## src/inc/flash_status_pkg.sv

```systemverilog
package flash_status_pkg;

  // Clock rate and derived period
  localparam int CLK_HZ = 50_000_000;
  localparam int CLK_NS = 1_000_000_000 / CLK_HZ;

  // Reset command recovery, a longest time: rounds down
  localparam int RR_NS  = 250;
  localparam int RR_CYC = (RR_NS / CLK_NS < 1) ? 1 : RR_NS / CLK_NS;

  // Sector erase window, a least time: rounds up
  localparam int ETMO_US  = 50;
  localparam int ETMO_CYC = (ETMO_US * 1000 + CLK_NS - 1) / CLK_NS;

  // Internal reset time after a hardware reset during an operation
  localparam int READY_NS  = 20_000;
  localparam int READY_CYC = (READY_NS + CLK_NS - 1) / CLK_NS;

  // Register byte offsets
  localparam logic [7:0] CMD_OFS   = 8'h00;
  localparam logic [7:0] ADDR_OFS  = 8'h04;
  localparam logic [7:0] READ_OFS  = 8'h08;
  localparam logic [7:0] STATE_OFS = 8'h0C;

  // Command register fields
  localparam int CMD_CODE_LSB = 0;
  localparam int CMD_DATA_LSB = 8;

  // State register fields
  localparam int ST_MODE_LSB = 0;
  localparam int ST_BUSY     = 4;
  localparam int ST_FAIL     = 5;
  localparam int ST_PIN      = 6;
  localparam int ST_STEP_LSB = 8;
  localparam int ST_SEL_LSB  = 16;

  // Write strobe codes
  localparam logic [3:0] C_RESET   = 4'h0;
  localparam logic [3:0] C_UNLOCK  = 4'h1;
  localparam logic [3:0] C_PSETUP  = 4'h2;
  localparam logic [3:0] C_ESETUP  = 4'h3;
  localparam logic [3:0] C_CHIP    = 4'h4;
  localparam logic [3:0] C_SECTOR  = 4'h5;
  localparam logic [3:0] C_PDATA   = 4'h6;
  localparam logic [3:0] C_SUSPEND = 4'h7;
  localparam logic [3:0] C_RESUME  = 4'h8;
  localparam logic [3:0] C_ASETUP  = 4'h9;

  // Sequence positions (strobe number minus one)
  localparam logic [2:0] STEP_SETUP = 3'h2;
  localparam logic [2:0] STEP_PDATA = 3'h3;
  localparam logic [2:0] STEP_ELAST = 3'h5;

  // Identification byte, value arbitrary
  localparam logic [7:0] AUTOSEL_ID = 8'h5A;
  localparam logic [7:0] ERASED     = 8'hFF;

  typedef enum logic [3:0] {
    M_READ    = 4'h0, M_STEP    = 4'h1, M_ERTMO   = 4'h3, M_ERASING = 4'h2,
    M_ESUSP   = 4'h6, M_ESPROG  = 4'h7, M_PROG    = 4'h5, M_AUTOSEL = 4'h4,
    M_RSTWAIT = 4'hC, M_HWRST   = 4'hD
  } mode_t;

  typedef struct packed {
    logic       poll;
    logic       tog6;
    logic       fail;
    logic       rsvd4;
    logic       timer;
    logic       tog2;
    logic [1:0] rsvd;
  } status_byte_t;

endpackage

```

## src/rtl/flash_status.sv

```systemverilog
`timescale 1ns/1ns
// How it works
// Erase toggle bit flips per read only in sectors selected for erase.
// Erase toggle status is valid from the last write strobe onward.
// Host double-reads status and compares toggle bit to detect completion.
// Host checks timeout flag, rechecks toggle, then resets on failure.
// Host returning from other work restarts the double-read check.
// Active erase: selected-sector reads flip progress and erase toggles.
// Erase suspend: selected sector shows erase toggle only; others array data.
// Program in suspend: progress toggle flips anywhere; erase toggle meaningless.
// Timeout flag sets when an operation hits its pulse-count limit.
// Programming a 1 over a 0 halts and ends in timeout.
// Reset after timeout returns to read or suspend-read mode.
// Erase timer flag reads 0 in window, 1 once erase begins.
// Each added sector erase restarts the window; chip erase skips it.
// Erase running: every command except suspend is ignored.
// Host skips timer checks only with commands under 50 us apart.
// Ready/busy pulls low while busy, floats when ready or suspended.
// While busy, program and erase commands are refused except suspend.
// Busy follows the fourth strobe for program, sixth for erase.
// Hardware reset during an operation keeps busy until internal reset ends.
// Poll and erase toggle are valid only at program or selected addresses.
// Reset ignores address and aborts unstarted sequences to read mode.
// Reset is ignored once an embedded operation has started.
// Reset aborts identification entry and leaves identification mode.
// Reset before an operation returns within 250 ns.
// Progress toggle flips per read while busy, stops on completion.
// Poll bit shows complement while programming, 0 erasing, 1 after.
module flash_status #(
  parameter int WORDS        = 16,
  parameter int SECTORS      = 4,
  parameter int PROG_PULSES  = 8,
  parameter int ERASE_PULSES = 16,
  parameter int MAX_PULSES   = 48
) (
  input  wire logic        clk_i,
  input  wire logic        rst_i,
  input  wire logic        ce_i,
  input  wire logic        cyc_i,
  input  wire logic        stb_i,
  input  wire logic        we_i,
  input  wire logic [7:0]  adr_i,
  input  wire logic [31:0] dat_i,
  input  wire logic [3:0]  sel_i,
  output logic      [31:0] dat_o,
  output logic             ack_o,
  input  wire logic        hwrst_n_i,
  input  wire logic        ready_busy_i,
  output logic             ready_busy_o,
  output logic             ready_busy_oe_o
);

  localparam int AW = $clog2(WORDS);
  localparam int SW = $clog2(SECTORS);
  localparam int PMAX = (MAX_PULSES > ERASE_PULSES) ? MAX_PULSES : ERASE_PULSES;
  localparam int PW = $clog2(PMAX + 1);

  // Refuse shapes the decode cannot serve
  if (WORDS < 2 || (1 << AW) != WORDS || (1 << SW) != SECTORS || SECTORS > 16 ||
      SECTORS > WORDS || PROG_PULSES < 1 || ERASE_PULSES < 1 ||
      MAX_PULSES <= PROG_PULSES) begin : g_bad
    $error("flash_status: unsupported parameters");
  end

  typedef struct packed {
    flash_status_pkg::mode_t  mode;
    logic [2:0]               step;
    logic                     kprog;
    logic                     rsusp;
    logic [11:0]              cnt;
    logic [PW-1:0]            pulses;
    logic [SECTORS-1:0]       sel;
    logic                     tog6;
    logic                     tog2;
    logic                     fail;
    logic [AW-1:0]            addr;
    logic [AW-1:0]            paddr;
    logic [7:0]               pdata;
    logic [31:0]              rdata;
    logic                     ack;
    logic [WORDS-1:0][7:0]    mem;
  } state_t;

  state_t state_ff;
  state_t nxt_state;

  // Sector index of a word address
  function automatic logic [SW-1:0] sector_of(input logic [AW-1:0] a);
    sector_of = SW'(a >> (AW - SW));
  endfunction

  // Modes that hold the ready/busy pin low
  function automatic logic busy_of(input flash_status_pkg::mode_t m);
    busy_of = (m == flash_status_pkg::M_PROG) || (m == flash_status_pkg::M_ESPROG) ||
              (m == flash_status_pkg::M_ERTMO) || (m == flash_status_pkg::M_ERASING) ||
              (m == flash_status_pkg::M_RSTWAIT) || (m == flash_status_pkg::M_HWRST);
  endfunction

  // Byte seen by a read of the array window
  function automatic logic [7:0] flash_rd(input state_t s, input logic [AW-1:0] a);
    flash_status_pkg::status_byte_t b;
    b = '0;
    flash_rd = s.mem[a];
    unique case (s.mode)
      flash_status_pkg::M_PROG, flash_status_pkg::M_ESPROG: begin
        b.poll = ~s.pdata[7];
        b.tog6 = s.tog6;
        b.fail = s.fail;
        b.tog2 = s.tog2;
        flash_rd = b;
      end
      flash_status_pkg::M_ERTMO, flash_status_pkg::M_ERASING: begin
        b.tog6  = s.tog6;
        b.fail  = s.fail;
        b.timer = (s.mode == flash_status_pkg::M_ERASING);
        b.tog2  = s.tog2;
        flash_rd = b;
      end
      flash_status_pkg::M_ESUSP: begin
        if (s.sel[sector_of(a)]) begin
          b.poll = 1'b1;
          b.tog6 = s.tog6;
          b.tog2 = s.tog2;
          flash_rd = b;
        end
      end
      flash_status_pkg::M_AUTOSEL: flash_rd = flash_status_pkg::AUTOSEL_ID;
      default: flash_rd = s.mem[a];
    endcase
  endfunction

  logic       req;
  logic       fire;
  logic       rd_fire;
  logic       cmd_fire;
  logic [3:0] code;
  logic [7:0] cdata;

  // Bus decode: effects land on the edge where ack is sampled
  always_comb begin
    req      = cyc_i & stb_i;
    fire     = req & state_ff.ack;
    rd_fire  = fire & ~we_i & (adr_i == flash_status_pkg::READ_OFS);
    cmd_fire = fire & we_i & sel_i[0] & sel_i[1] & (adr_i == flash_status_pkg::CMD_OFS);
    code     = dat_i[flash_status_pkg::CMD_CODE_LSB +: 4];
    cdata    = dat_i[flash_status_pkg::CMD_DATA_LSB +: 8];
  end

  // Next state of the whole block
  always_comb begin
    logic [2:0] st;
    logic       ok;
    logic       ctx;
    logic       done;
    nxt_state = state_ff;
    st        = '0;
    ok        = 1'b0;
    ctx       = 1'b0;
    done      = 1'b0;

    // Embedded progress
    unique case (state_ff.mode)
      flash_status_pkg::M_ERTMO: begin
        if (state_ff.cnt == '0) begin
          nxt_state.mode   = flash_status_pkg::M_ERASING;
          nxt_state.pulses = '0;
        end else begin
          nxt_state.cnt = state_ff.cnt - 12'h001;
        end
      end
      flash_status_pkg::M_ERASING: begin
        if (state_ff.pulses == PW'(ERASE_PULSES - 1)) begin
          for (int i = 0; i < WORDS; i++) begin
            if (state_ff.sel[sector_of(AW'(i))]) begin
              nxt_state.mem[i] = flash_status_pkg::ERASED;
            end
          end
          nxt_state.sel  = '0;
          nxt_state.mode = flash_status_pkg::M_READ;
        end else begin
          nxt_state.pulses = state_ff.pulses + PW'(1);
        end
      end
      flash_status_pkg::M_PROG, flash_status_pkg::M_ESPROG: begin
        done = (state_ff.pulses >= PW'(PROG_PULSES - 1)) &&
               ((state_ff.pdata & ~state_ff.mem[state_ff.paddr]) == 8'h00);
        if (!state_ff.fail) begin
          if (done) begin
            nxt_state.mem[state_ff.paddr] = state_ff.mem[state_ff.paddr] & state_ff.pdata;
            nxt_state.mode = (state_ff.mode == flash_status_pkg::M_ESPROG) ?
                             flash_status_pkg::M_ESUSP : flash_status_pkg::M_READ;
          end else if (state_ff.pulses == PW'(MAX_PULSES - 1)) begin
            nxt_state.fail = 1'b1;
          end else begin
            nxt_state.pulses = state_ff.pulses + PW'(1);
          end
        end
      end
      flash_status_pkg::M_RSTWAIT: begin
        if (state_ff.cnt == '0) begin
          nxt_state.mode = state_ff.rsusp ? flash_status_pkg::M_ESUSP :
                                            flash_status_pkg::M_READ;
          nxt_state.fail = 1'b0;
          if (!state_ff.rsusp) begin
            nxt_state.sel = '0;
          end
        end else begin
          nxt_state.cnt = state_ff.cnt - 12'h001;
        end
      end
      flash_status_pkg::M_HWRST: begin
        if (state_ff.cnt != '0) begin
          nxt_state.cnt = state_ff.cnt - 12'h001;
        end else if (hwrst_n_i) begin
          nxt_state.mode = flash_status_pkg::M_READ;
        end
      end
      default: ;
    endcase

    // Bus slave: ack one cycle after request, dropped the cycle after
    nxt_state.ack = req & ~state_ff.ack;
    if (req & ~state_ff.ack) begin
      nxt_state.rdata = '0;
      if (!we_i) begin
        unique case (adr_i)
          flash_status_pkg::ADDR_OFS: nxt_state.rdata = 32'(state_ff.addr);
          flash_status_pkg::READ_OFS: nxt_state.rdata = 32'(flash_rd(state_ff, state_ff.addr));
          flash_status_pkg::STATE_OFS: begin
            nxt_state.rdata[flash_status_pkg::ST_MODE_LSB +: 4] = state_ff.mode;
            nxt_state.rdata[flash_status_pkg::ST_BUSY]          = busy_of(state_ff.mode);
            nxt_state.rdata[flash_status_pkg::ST_FAIL]          = state_ff.fail;
            nxt_state.rdata[flash_status_pkg::ST_PIN]           = ready_busy_i;
            nxt_state.rdata[flash_status_pkg::ST_STEP_LSB +: 3] = state_ff.step;
            nxt_state.rdata[flash_status_pkg::ST_SEL_LSB +: SECTORS] = state_ff.sel;
          end
          default: nxt_state.rdata = '0;
        endcase
      end
    end
    if (fire & we_i & sel_i[0] & (adr_i == flash_status_pkg::ADDR_OFS)) begin
      nxt_state.addr = dat_i[AW-1:0];
    end

    // Read side effects on the toggle bits
    if (rd_fire) begin
      if (state_ff.mode inside {flash_status_pkg::M_PROG, flash_status_pkg::M_ESPROG,
                                flash_status_pkg::M_ERTMO, flash_status_pkg::M_ERASING}) begin
        nxt_state.tog6 = ~state_ff.tog6;
      end
      if ((state_ff.mode inside {flash_status_pkg::M_ERTMO, flash_status_pkg::M_ERASING,
                                 flash_status_pkg::M_ESUSP}) &&
          state_ff.sel[sector_of(state_ff.addr)]) begin
        nxt_state.tog2 = ~state_ff.tog2;
      end
    end

    // Write strobes
    if (cmd_fire) begin
      unique case (state_ff.mode)
        flash_status_pkg::M_READ, flash_status_pkg::M_ESUSP,
        flash_status_pkg::M_STEP, flash_status_pkg::M_AUTOSEL: begin
          ctx = (state_ff.mode == flash_status_pkg::M_ESUSP) ||
                ((state_ff.mode == flash_status_pkg::M_STEP) && state_ff.rsusp);
          st  = (state_ff.mode == flash_status_pkg::M_STEP) ? state_ff.step : 3'h0;
          if (code == flash_status_pkg::C_RESET) begin
            if (state_ff.mode inside {flash_status_pkg::M_STEP, flash_status_pkg::M_AUTOSEL}) begin
              nxt_state.mode = flash_status_pkg::M_RSTWAIT;
              nxt_state.cnt  = 12'(flash_status_pkg::RR_CYC - 1);
              nxt_state.step = '0;
            end
          end else if ((state_ff.mode == flash_status_pkg::M_ESUSP) &&
                       (code == flash_status_pkg::C_RESUME)) begin
            nxt_state.mode = flash_status_pkg::M_ERASING;
            // Restart erase pulses: a suspend-time program reuses the counter
            nxt_state.pulses = '0;
          end else if (state_ff.mode != flash_status_pkg::M_AUTOSEL) begin
            unique case (st)
              3'h0, 3'h1: ok = (code == flash_status_pkg::C_UNLOCK);
              flash_status_pkg::STEP_SETUP:
                ok = (code == flash_status_pkg::C_PSETUP) ||
                     (!ctx && (code == flash_status_pkg::C_ESETUP)) ||
                     (!ctx && (code == flash_status_pkg::C_ASETUP));
              flash_status_pkg::STEP_PDATA:
                ok = state_ff.kprog ? (code == flash_status_pkg::C_PDATA) :
                                      (code == flash_status_pkg::C_UNLOCK);
              3'h4: ok = (code == flash_status_pkg::C_UNLOCK);
              flash_status_pkg::STEP_ELAST:
                ok = (code == flash_status_pkg::C_CHIP) || (code == flash_status_pkg::C_SECTOR);
              default: ok = 1'b0;
            endcase
            nxt_state.rsusp = ctx;
            nxt_state.step  = '0;
            if (!ok) begin
              nxt_state.mode = ctx ? flash_status_pkg::M_ESUSP : flash_status_pkg::M_READ;
            end else if ((st == flash_status_pkg::STEP_PDATA) && state_ff.kprog) begin
              nxt_state.mode   = ctx ? flash_status_pkg::M_ESPROG :
                                       flash_status_pkg::M_PROG;
              nxt_state.paddr  = state_ff.addr;
              nxt_state.pdata  = cdata;
              nxt_state.pulses = '0;
              nxt_state.fail   = 1'b0;
            end else if (st == flash_status_pkg::STEP_ELAST) begin
              nxt_state.pulses = '0;
              nxt_state.fail   = 1'b0;
              if (code == flash_status_pkg::C_CHIP) begin
                nxt_state.sel  = '1;
                nxt_state.mode = flash_status_pkg::M_ERASING;
              end else begin
                nxt_state.sel = SECTORS'(1) << sector_of(state_ff.addr);
                nxt_state.mode = flash_status_pkg::M_ERTMO;
                nxt_state.cnt  = 12'(flash_status_pkg::ETMO_CYC - 1);
              end
            end else if ((st == flash_status_pkg::STEP_SETUP) &&
                         (code == flash_status_pkg::C_ASETUP)) begin
              nxt_state.mode = flash_status_pkg::M_AUTOSEL;
            end else begin
              nxt_state.mode  = flash_status_pkg::M_STEP;
              nxt_state.step  = st + 3'h1;
              nxt_state.kprog = (st == flash_status_pkg::STEP_SETUP) ?
                                (code == flash_status_pkg::C_PSETUP) : state_ff.kprog;
            end
          end
        end
        flash_status_pkg::M_ERTMO: begin
          if (code == flash_status_pkg::C_SECTOR) begin
            nxt_state.sel = state_ff.sel | (SECTORS'(1) << sector_of(state_ff.addr));
            nxt_state.cnt = 12'(flash_status_pkg::ETMO_CYC - 1);
          end else if (code == flash_status_pkg::C_SUSPEND) begin
            nxt_state.mode = flash_status_pkg::M_ESUSP;
          end
        end
        flash_status_pkg::M_ERASING, flash_status_pkg::M_PROG, flash_status_pkg::M_ESPROG: begin
          if ((code == flash_status_pkg::C_SUSPEND) &&
              (state_ff.mode == flash_status_pkg::M_ERASING)) begin
            nxt_state.mode = flash_status_pkg::M_ESUSP;
          end else if ((code == flash_status_pkg::C_RESET) && state_ff.fail) begin
            nxt_state.mode = flash_status_pkg::M_RSTWAIT;
            nxt_state.cnt  = 12'(flash_status_pkg::RR_CYC - 1);
          end
        end
        default: ;
      endcase
    end

    // Hardware reset overrides everything
    if (!hwrst_n_i) begin
      nxt_state.step = '0;
      if (busy_of(state_ff.mode) && (state_ff.mode != flash_status_pkg::M_RSTWAIT)) begin
        if (state_ff.mode != flash_status_pkg::M_HWRST) begin
          nxt_state.mode = flash_status_pkg::M_HWRST;
          nxt_state.cnt  = 12'(flash_status_pkg::READY_CYC - 1);
        end
      end else begin
        nxt_state.mode = flash_status_pkg::M_READ;
      end
      nxt_state.sel   = '0;
      nxt_state.fail  = 1'b0;
      nxt_state.rsusp = 1'b0;
    end
  end

  // State register
  always_ff @(posedge clk_i) begin
    if (rst_i) begin
      state_ff     <= '0;
      state_ff.mem <= '1;
    end else if (ce_i) begin
      state_ff <= nxt_state;
    end
  end

  // Outputs: open-drain pin pulls low while busy
  assign dat_o           = state_ff.rdata;
  assign ack_o           = state_ff.ack;
  assign ready_busy_o    = 1'b0;
  assign ready_busy_oe_o = busy_of(state_ff.mode);

  // Recovery age in enabled cycles, kept apart from the recovery counter
  logic [11:0] rr_age_ff;
  always_ff @(posedge clk_i) begin
    if (rst_i) begin
      rr_age_ff <= 12'h000;
    end else if (ce_i) begin
      rr_age_ff <= (state_ff.mode == flash_status_pkg::M_RSTWAIT) ?
                   rr_age_ff + 12'h001 : 12'h000;
    end
  end
endmodule

```

## config.mk

```make
export PLATFORM = sky130hd
export DESIGN_NAME = flash_status
export DESIGN_NICKNAME = d
export VERILOG_FILES = /design/src/inc/flash_status_pkg.sv /design/src/rtl/flash_status.sv
export SDC_FILE = /design/constraint.sdc
export NUM_CORES = 1
export LEC_CHECK = 0
export ABC_AREA = 1
export BUFFER_PORTS_ARGS = -buffer_cell sky130_fd_sc_hd__buf_4
export CAP_MARGIN = 20
export CORE_ASPECT_RATIO = 0.8
export CORE_MARGIN = 2
export CORE_UTILIZATION = 34
export CTS_CLUSTER_SIZE = 40
export DETAILED_ROUTE_END_ITERATION = 10
export PLACE_DENSITY_LB_ADDON = 0.3
export SYNTH_ARGS = -nofsm -noshare
export SYNTH_HDL_FRONTEND = slang
export SYNTH_SLANG_ARGS = --single-unit
```

## constraint.sdc

```tcl
create_clock -name clk_i -period 5.46 [get_ports clk_i]
set_input_delay 0.273 -clock clk_i [delete_from_list [all_inputs] [get_ports clk_i]]
set_output_delay 0.273 -clock clk_i [all_outputs]
set_load 0.005 [all_outputs]
```

==> run metrics <==
diodes inserted=0; nets=2025; Worst Clk Skew=0.0143 ns; Startpoint Class=flip-flop; CTS tree=done; initial DRC count=1359; Crit. End Element=flip-flop; Gate Count Post-Synth=roughly 2000; Most common cell on crit path=nand2_1; async set or reset register ratio after synthesis=0%; crit path cell chain=inv_4 > nor2_4 > a21oi_1 > nand2_1 > nand2_1 > nand2_1 > nor2_1 > nand2_1 > nand2_1 > nor2_2 > nand2_2 > a21boi_4 > buf_4 > nand3_1 > inv_1 > a21oi_1 > o21ai_0; Mapped Area=12200 um^2; Worst EP required=around 5.8 ns; commonest non-fill, non-tap cell in the layout=nand2_1; Slew Viols, Final=0; top_reg_cell synth=dfxtp_1; crit path kind=reg2reg; fin cells=2458; R2R Setup Slk=1.17 ns; Inst Count DP=2427; Fmax achieved=0.233 GHz; Crit. path cell count=17; Vias=between 10000 and 15000; Tightest Pin Transition=1.14 ns; clock sinks=194; Initial Utilization=between 30% and 40%; largest area contributor in the netlist=dfxtp_1; Final period util=approximately 79%; total global-route track usage=23.0%; slowest stage cell on the critical path=dfxtp_1; largest net degree at the start of global routing=88; post-CTS setup buffers=0; FF+latch count, synth=194; maximum VDD drop=approximately 0.22 mV; Worst path top cell family by delay=simple AND/OR/NAND/NOR gates; Critical path origin=state_ff[170]; Post-DP Area=12700 um^2; worst path bufs/invs=3; clock slew at the register clock pins of the worst setup and hold paths=approximately 0.070 ns; cell count of the worst reg-to-reg path=17; Ports=87; Critical R2R Launch=state_ff[170]; first-pass GRT wire length=68000 um; number of flops mapped to enable cells by yosys=0; setup TNS=0 ns; CORE AREA=35600 um^2; Placer Congestion=0.964; Avg WL per Cell=17.5 um; initial antenna violation count=0; DRC viols=0; Syn-to-layout area delta=8.78%; Final Hold Fails=0; crit path DAT=around 4.7 ns; global route overflow=0; vias in the first global route=11900; clk buf depth=2; Setup Viol. Count Final=0; total of max-cap violations=0; Die H=173 um; cts bufs inserted=17; Leakage=between 6 and 7 nW; Die ar.=37400 um^2; most frequent cells in the layout=689 x nand2_1, 191 x dfxtp_1, 179 x o21ai_0; CTS HTree Levels=4; Vias/cell=5.30; worst setup path end=state_ff[90]; status=completed; final instance area=13300 um^2; Slew headroom=a little under a quarter; Synth top area share=31.8%; pwr/cell area=224 nW/um^2; syn avg cell area=6.12 um^2; yosys warns=0; RSZ-0062 raised after global routing=false; sequential-to-total area share from yosys stat=31.8%; hold buffer count at cts=0; clock latency at the later pin of the worst-skew pair=0.46 ns; post-synth cell types=54; cts repair resizes=0; DRT Pass-1 Iters=8; critical-path maximum fanout=25; Final Routed Wirelength=43000 um; reg2reg end=state_ff[90]; number of core rows=62; worst hold path type=in2reg; DP Wirelength=29400 um; Synth area leaders=dfxtp_1 32%, nand2_1 21%, o21ai_0 7.3%; fillers=3852; Detail Route Antenna Nets=0; minimum clock period=4.29 ns; Critical Path Max Stage Delay=0.78 ns; port bufs=46; die width=216 um; share of layout cells above drive strength 1=7.43%; clock root buffer=clkbuf_16
==> stage by stage <==
stage / utilization [%] / setup WS, ns / power [mW] / hold WS [ns]
floorplan: - / 2.63 / 1.58 / 0.432
global placement: 35.5 / 1.37 / 1.64 / 0.458
detailed placement: 35.5 / 1.35 / 1.64 / 0.459
CTS: 37.3 / 1.33 / 2.99 / 0.0952
global route: 37.3 / 0.959 / 3.07 / 0.110
finish: 37.3 / 1.17 / 2.98 / 0.114
==> cells in the mapped netlist, types with 3 or more instances <==
| cell type | number |
|---|---|
| clkinv_1 | 5 |
| inv_2 | 18 |
| o22ai_1 | 6 |
| buf_2 | 18 |
| or2_2 | 3 |
| buf_6 | 7 |
| nand3_4 | 10 |
| nand2_1 | 689 |
| nand4_1 | 15 |
| o21ai_1 | 22 |
| nand3_1 | 148 |
| o21ai_0 | 179 |
| inv_1 | 162 |
| ha_1 | 7 |
| clkbuf_1 | 62 |
| a211oi_1 | 15 |
| a221oi_1 | 10 |
| xor2_1 | 6 |
| dfxtp_1 | 194 |
| a21oi_1 | 130 |
| buf_1 | 3 |
| o211ai_1 | 19 |
| nor3_1 | 16 |
| nand2_2 | 4 |
| nor4_1 | 6 |
| buf_4 | 37 |
| nand3b_1 | 5 |
| nor2_2 | 3 |
| a32oi_1 | 3 |
| a31oi_1 | 4 |
| a22oi_1 | 3 |
| nor2_4 | 3 |
| nor2_1 | 156 |
==> worst min path at each step <==
| stage | start | to | depth (start not counted) |
|---|---|---|---|
| floorplan | dat_i[3] | state_ff[176] | 2 |
| global placement | dat_o[5] | dat_o[5] | 2 |
| detailed placement | dat_o[19] | dat_o[19] | 2 |
| CTS | dat_i[10] | state_ff[163] | 3 |
| global route | dat_i[12] | state_ff[165] | 3 |
| finish | dat_i[10] | state_ff[163] | 3 |
==> cell type report <==
cell class / count / area (um^2) / share of cell area [%]
Timing Repair Buffer: 63 / 473 / 3.56
Sequential cell: 194 / 3890 / 29.3
Clock inverter: 10 / 149 / 1.12
Multi-Input combinational cell: 1504 / 6990 / 52.7
Inverter: 186 / 702 / 5.29
Clock buffer: 21 / 470 / 3.54
Tap cell: 480 / 601 / 4.53
==> worst register-to-register path: stages, from the launching register on <==
cell and delay (ns):
dfxtp_1 0.78, inv_4 0.32, nor2_4 0.50, a21oi_1 0.12
nand2_1 0.08, nand2_1 0.06, nand2_1 0.24, nor2_1 0.14
nand2_1 0.08, nand2_1 0.06, nor2_2 0.11, nand2_2 0.22
a21boi_4 0.31, buf_4 0.32, nand3_1 0.31, inv_1 0.36
a21oi_1 0.10, o21ai_0 0.11
==> flip-flops by register name, indices dropped and copies added (netlist names) <==
| name | flops |
|---|---|
| dat_o | 15 |
| state_ff | 178 |
| ack_o | 1 |
==> routing by layer <==
metal | wire length, um | part of all wire (%) | GRT usage [%] | vias to the layer above
met1 | 20700 | 48 | 34.2 | 6016
li1 | - | - | - | 6394
met4 | 1030 | 2.4 | 7.36 | 0
met3 | 3880 | 9.0 | 4.54 | 59
met5 | 0 | 0 | 0 | -
met2 | 17400 | 40 | 33.0 | 566
==> power breakdown <==
| part | leakage (nW) | switching, mW | internal (mW) | total, mW |
|---|---|---|---|---|
| combinational | 4.29 | 0.126 | 0.0509 | 0.177 |
| clock | 0.296 | 0.602 | 0.761 | 1.36 |
| sequential | 1.57 | 0.00993 | 1.42 | 1.43 |
==> logic make-up after synthesis <==
group | synth area share [%]
simple gates | 36.9
compound gates | 18.2
buf+inv | 11.5
flops | 31.8
xor+xnor | 0.574
fa+ha+maj | 0.718
mux | 0.164
other cells | 0.0307
Note: power is estimated with default switching activity, not from simulation.
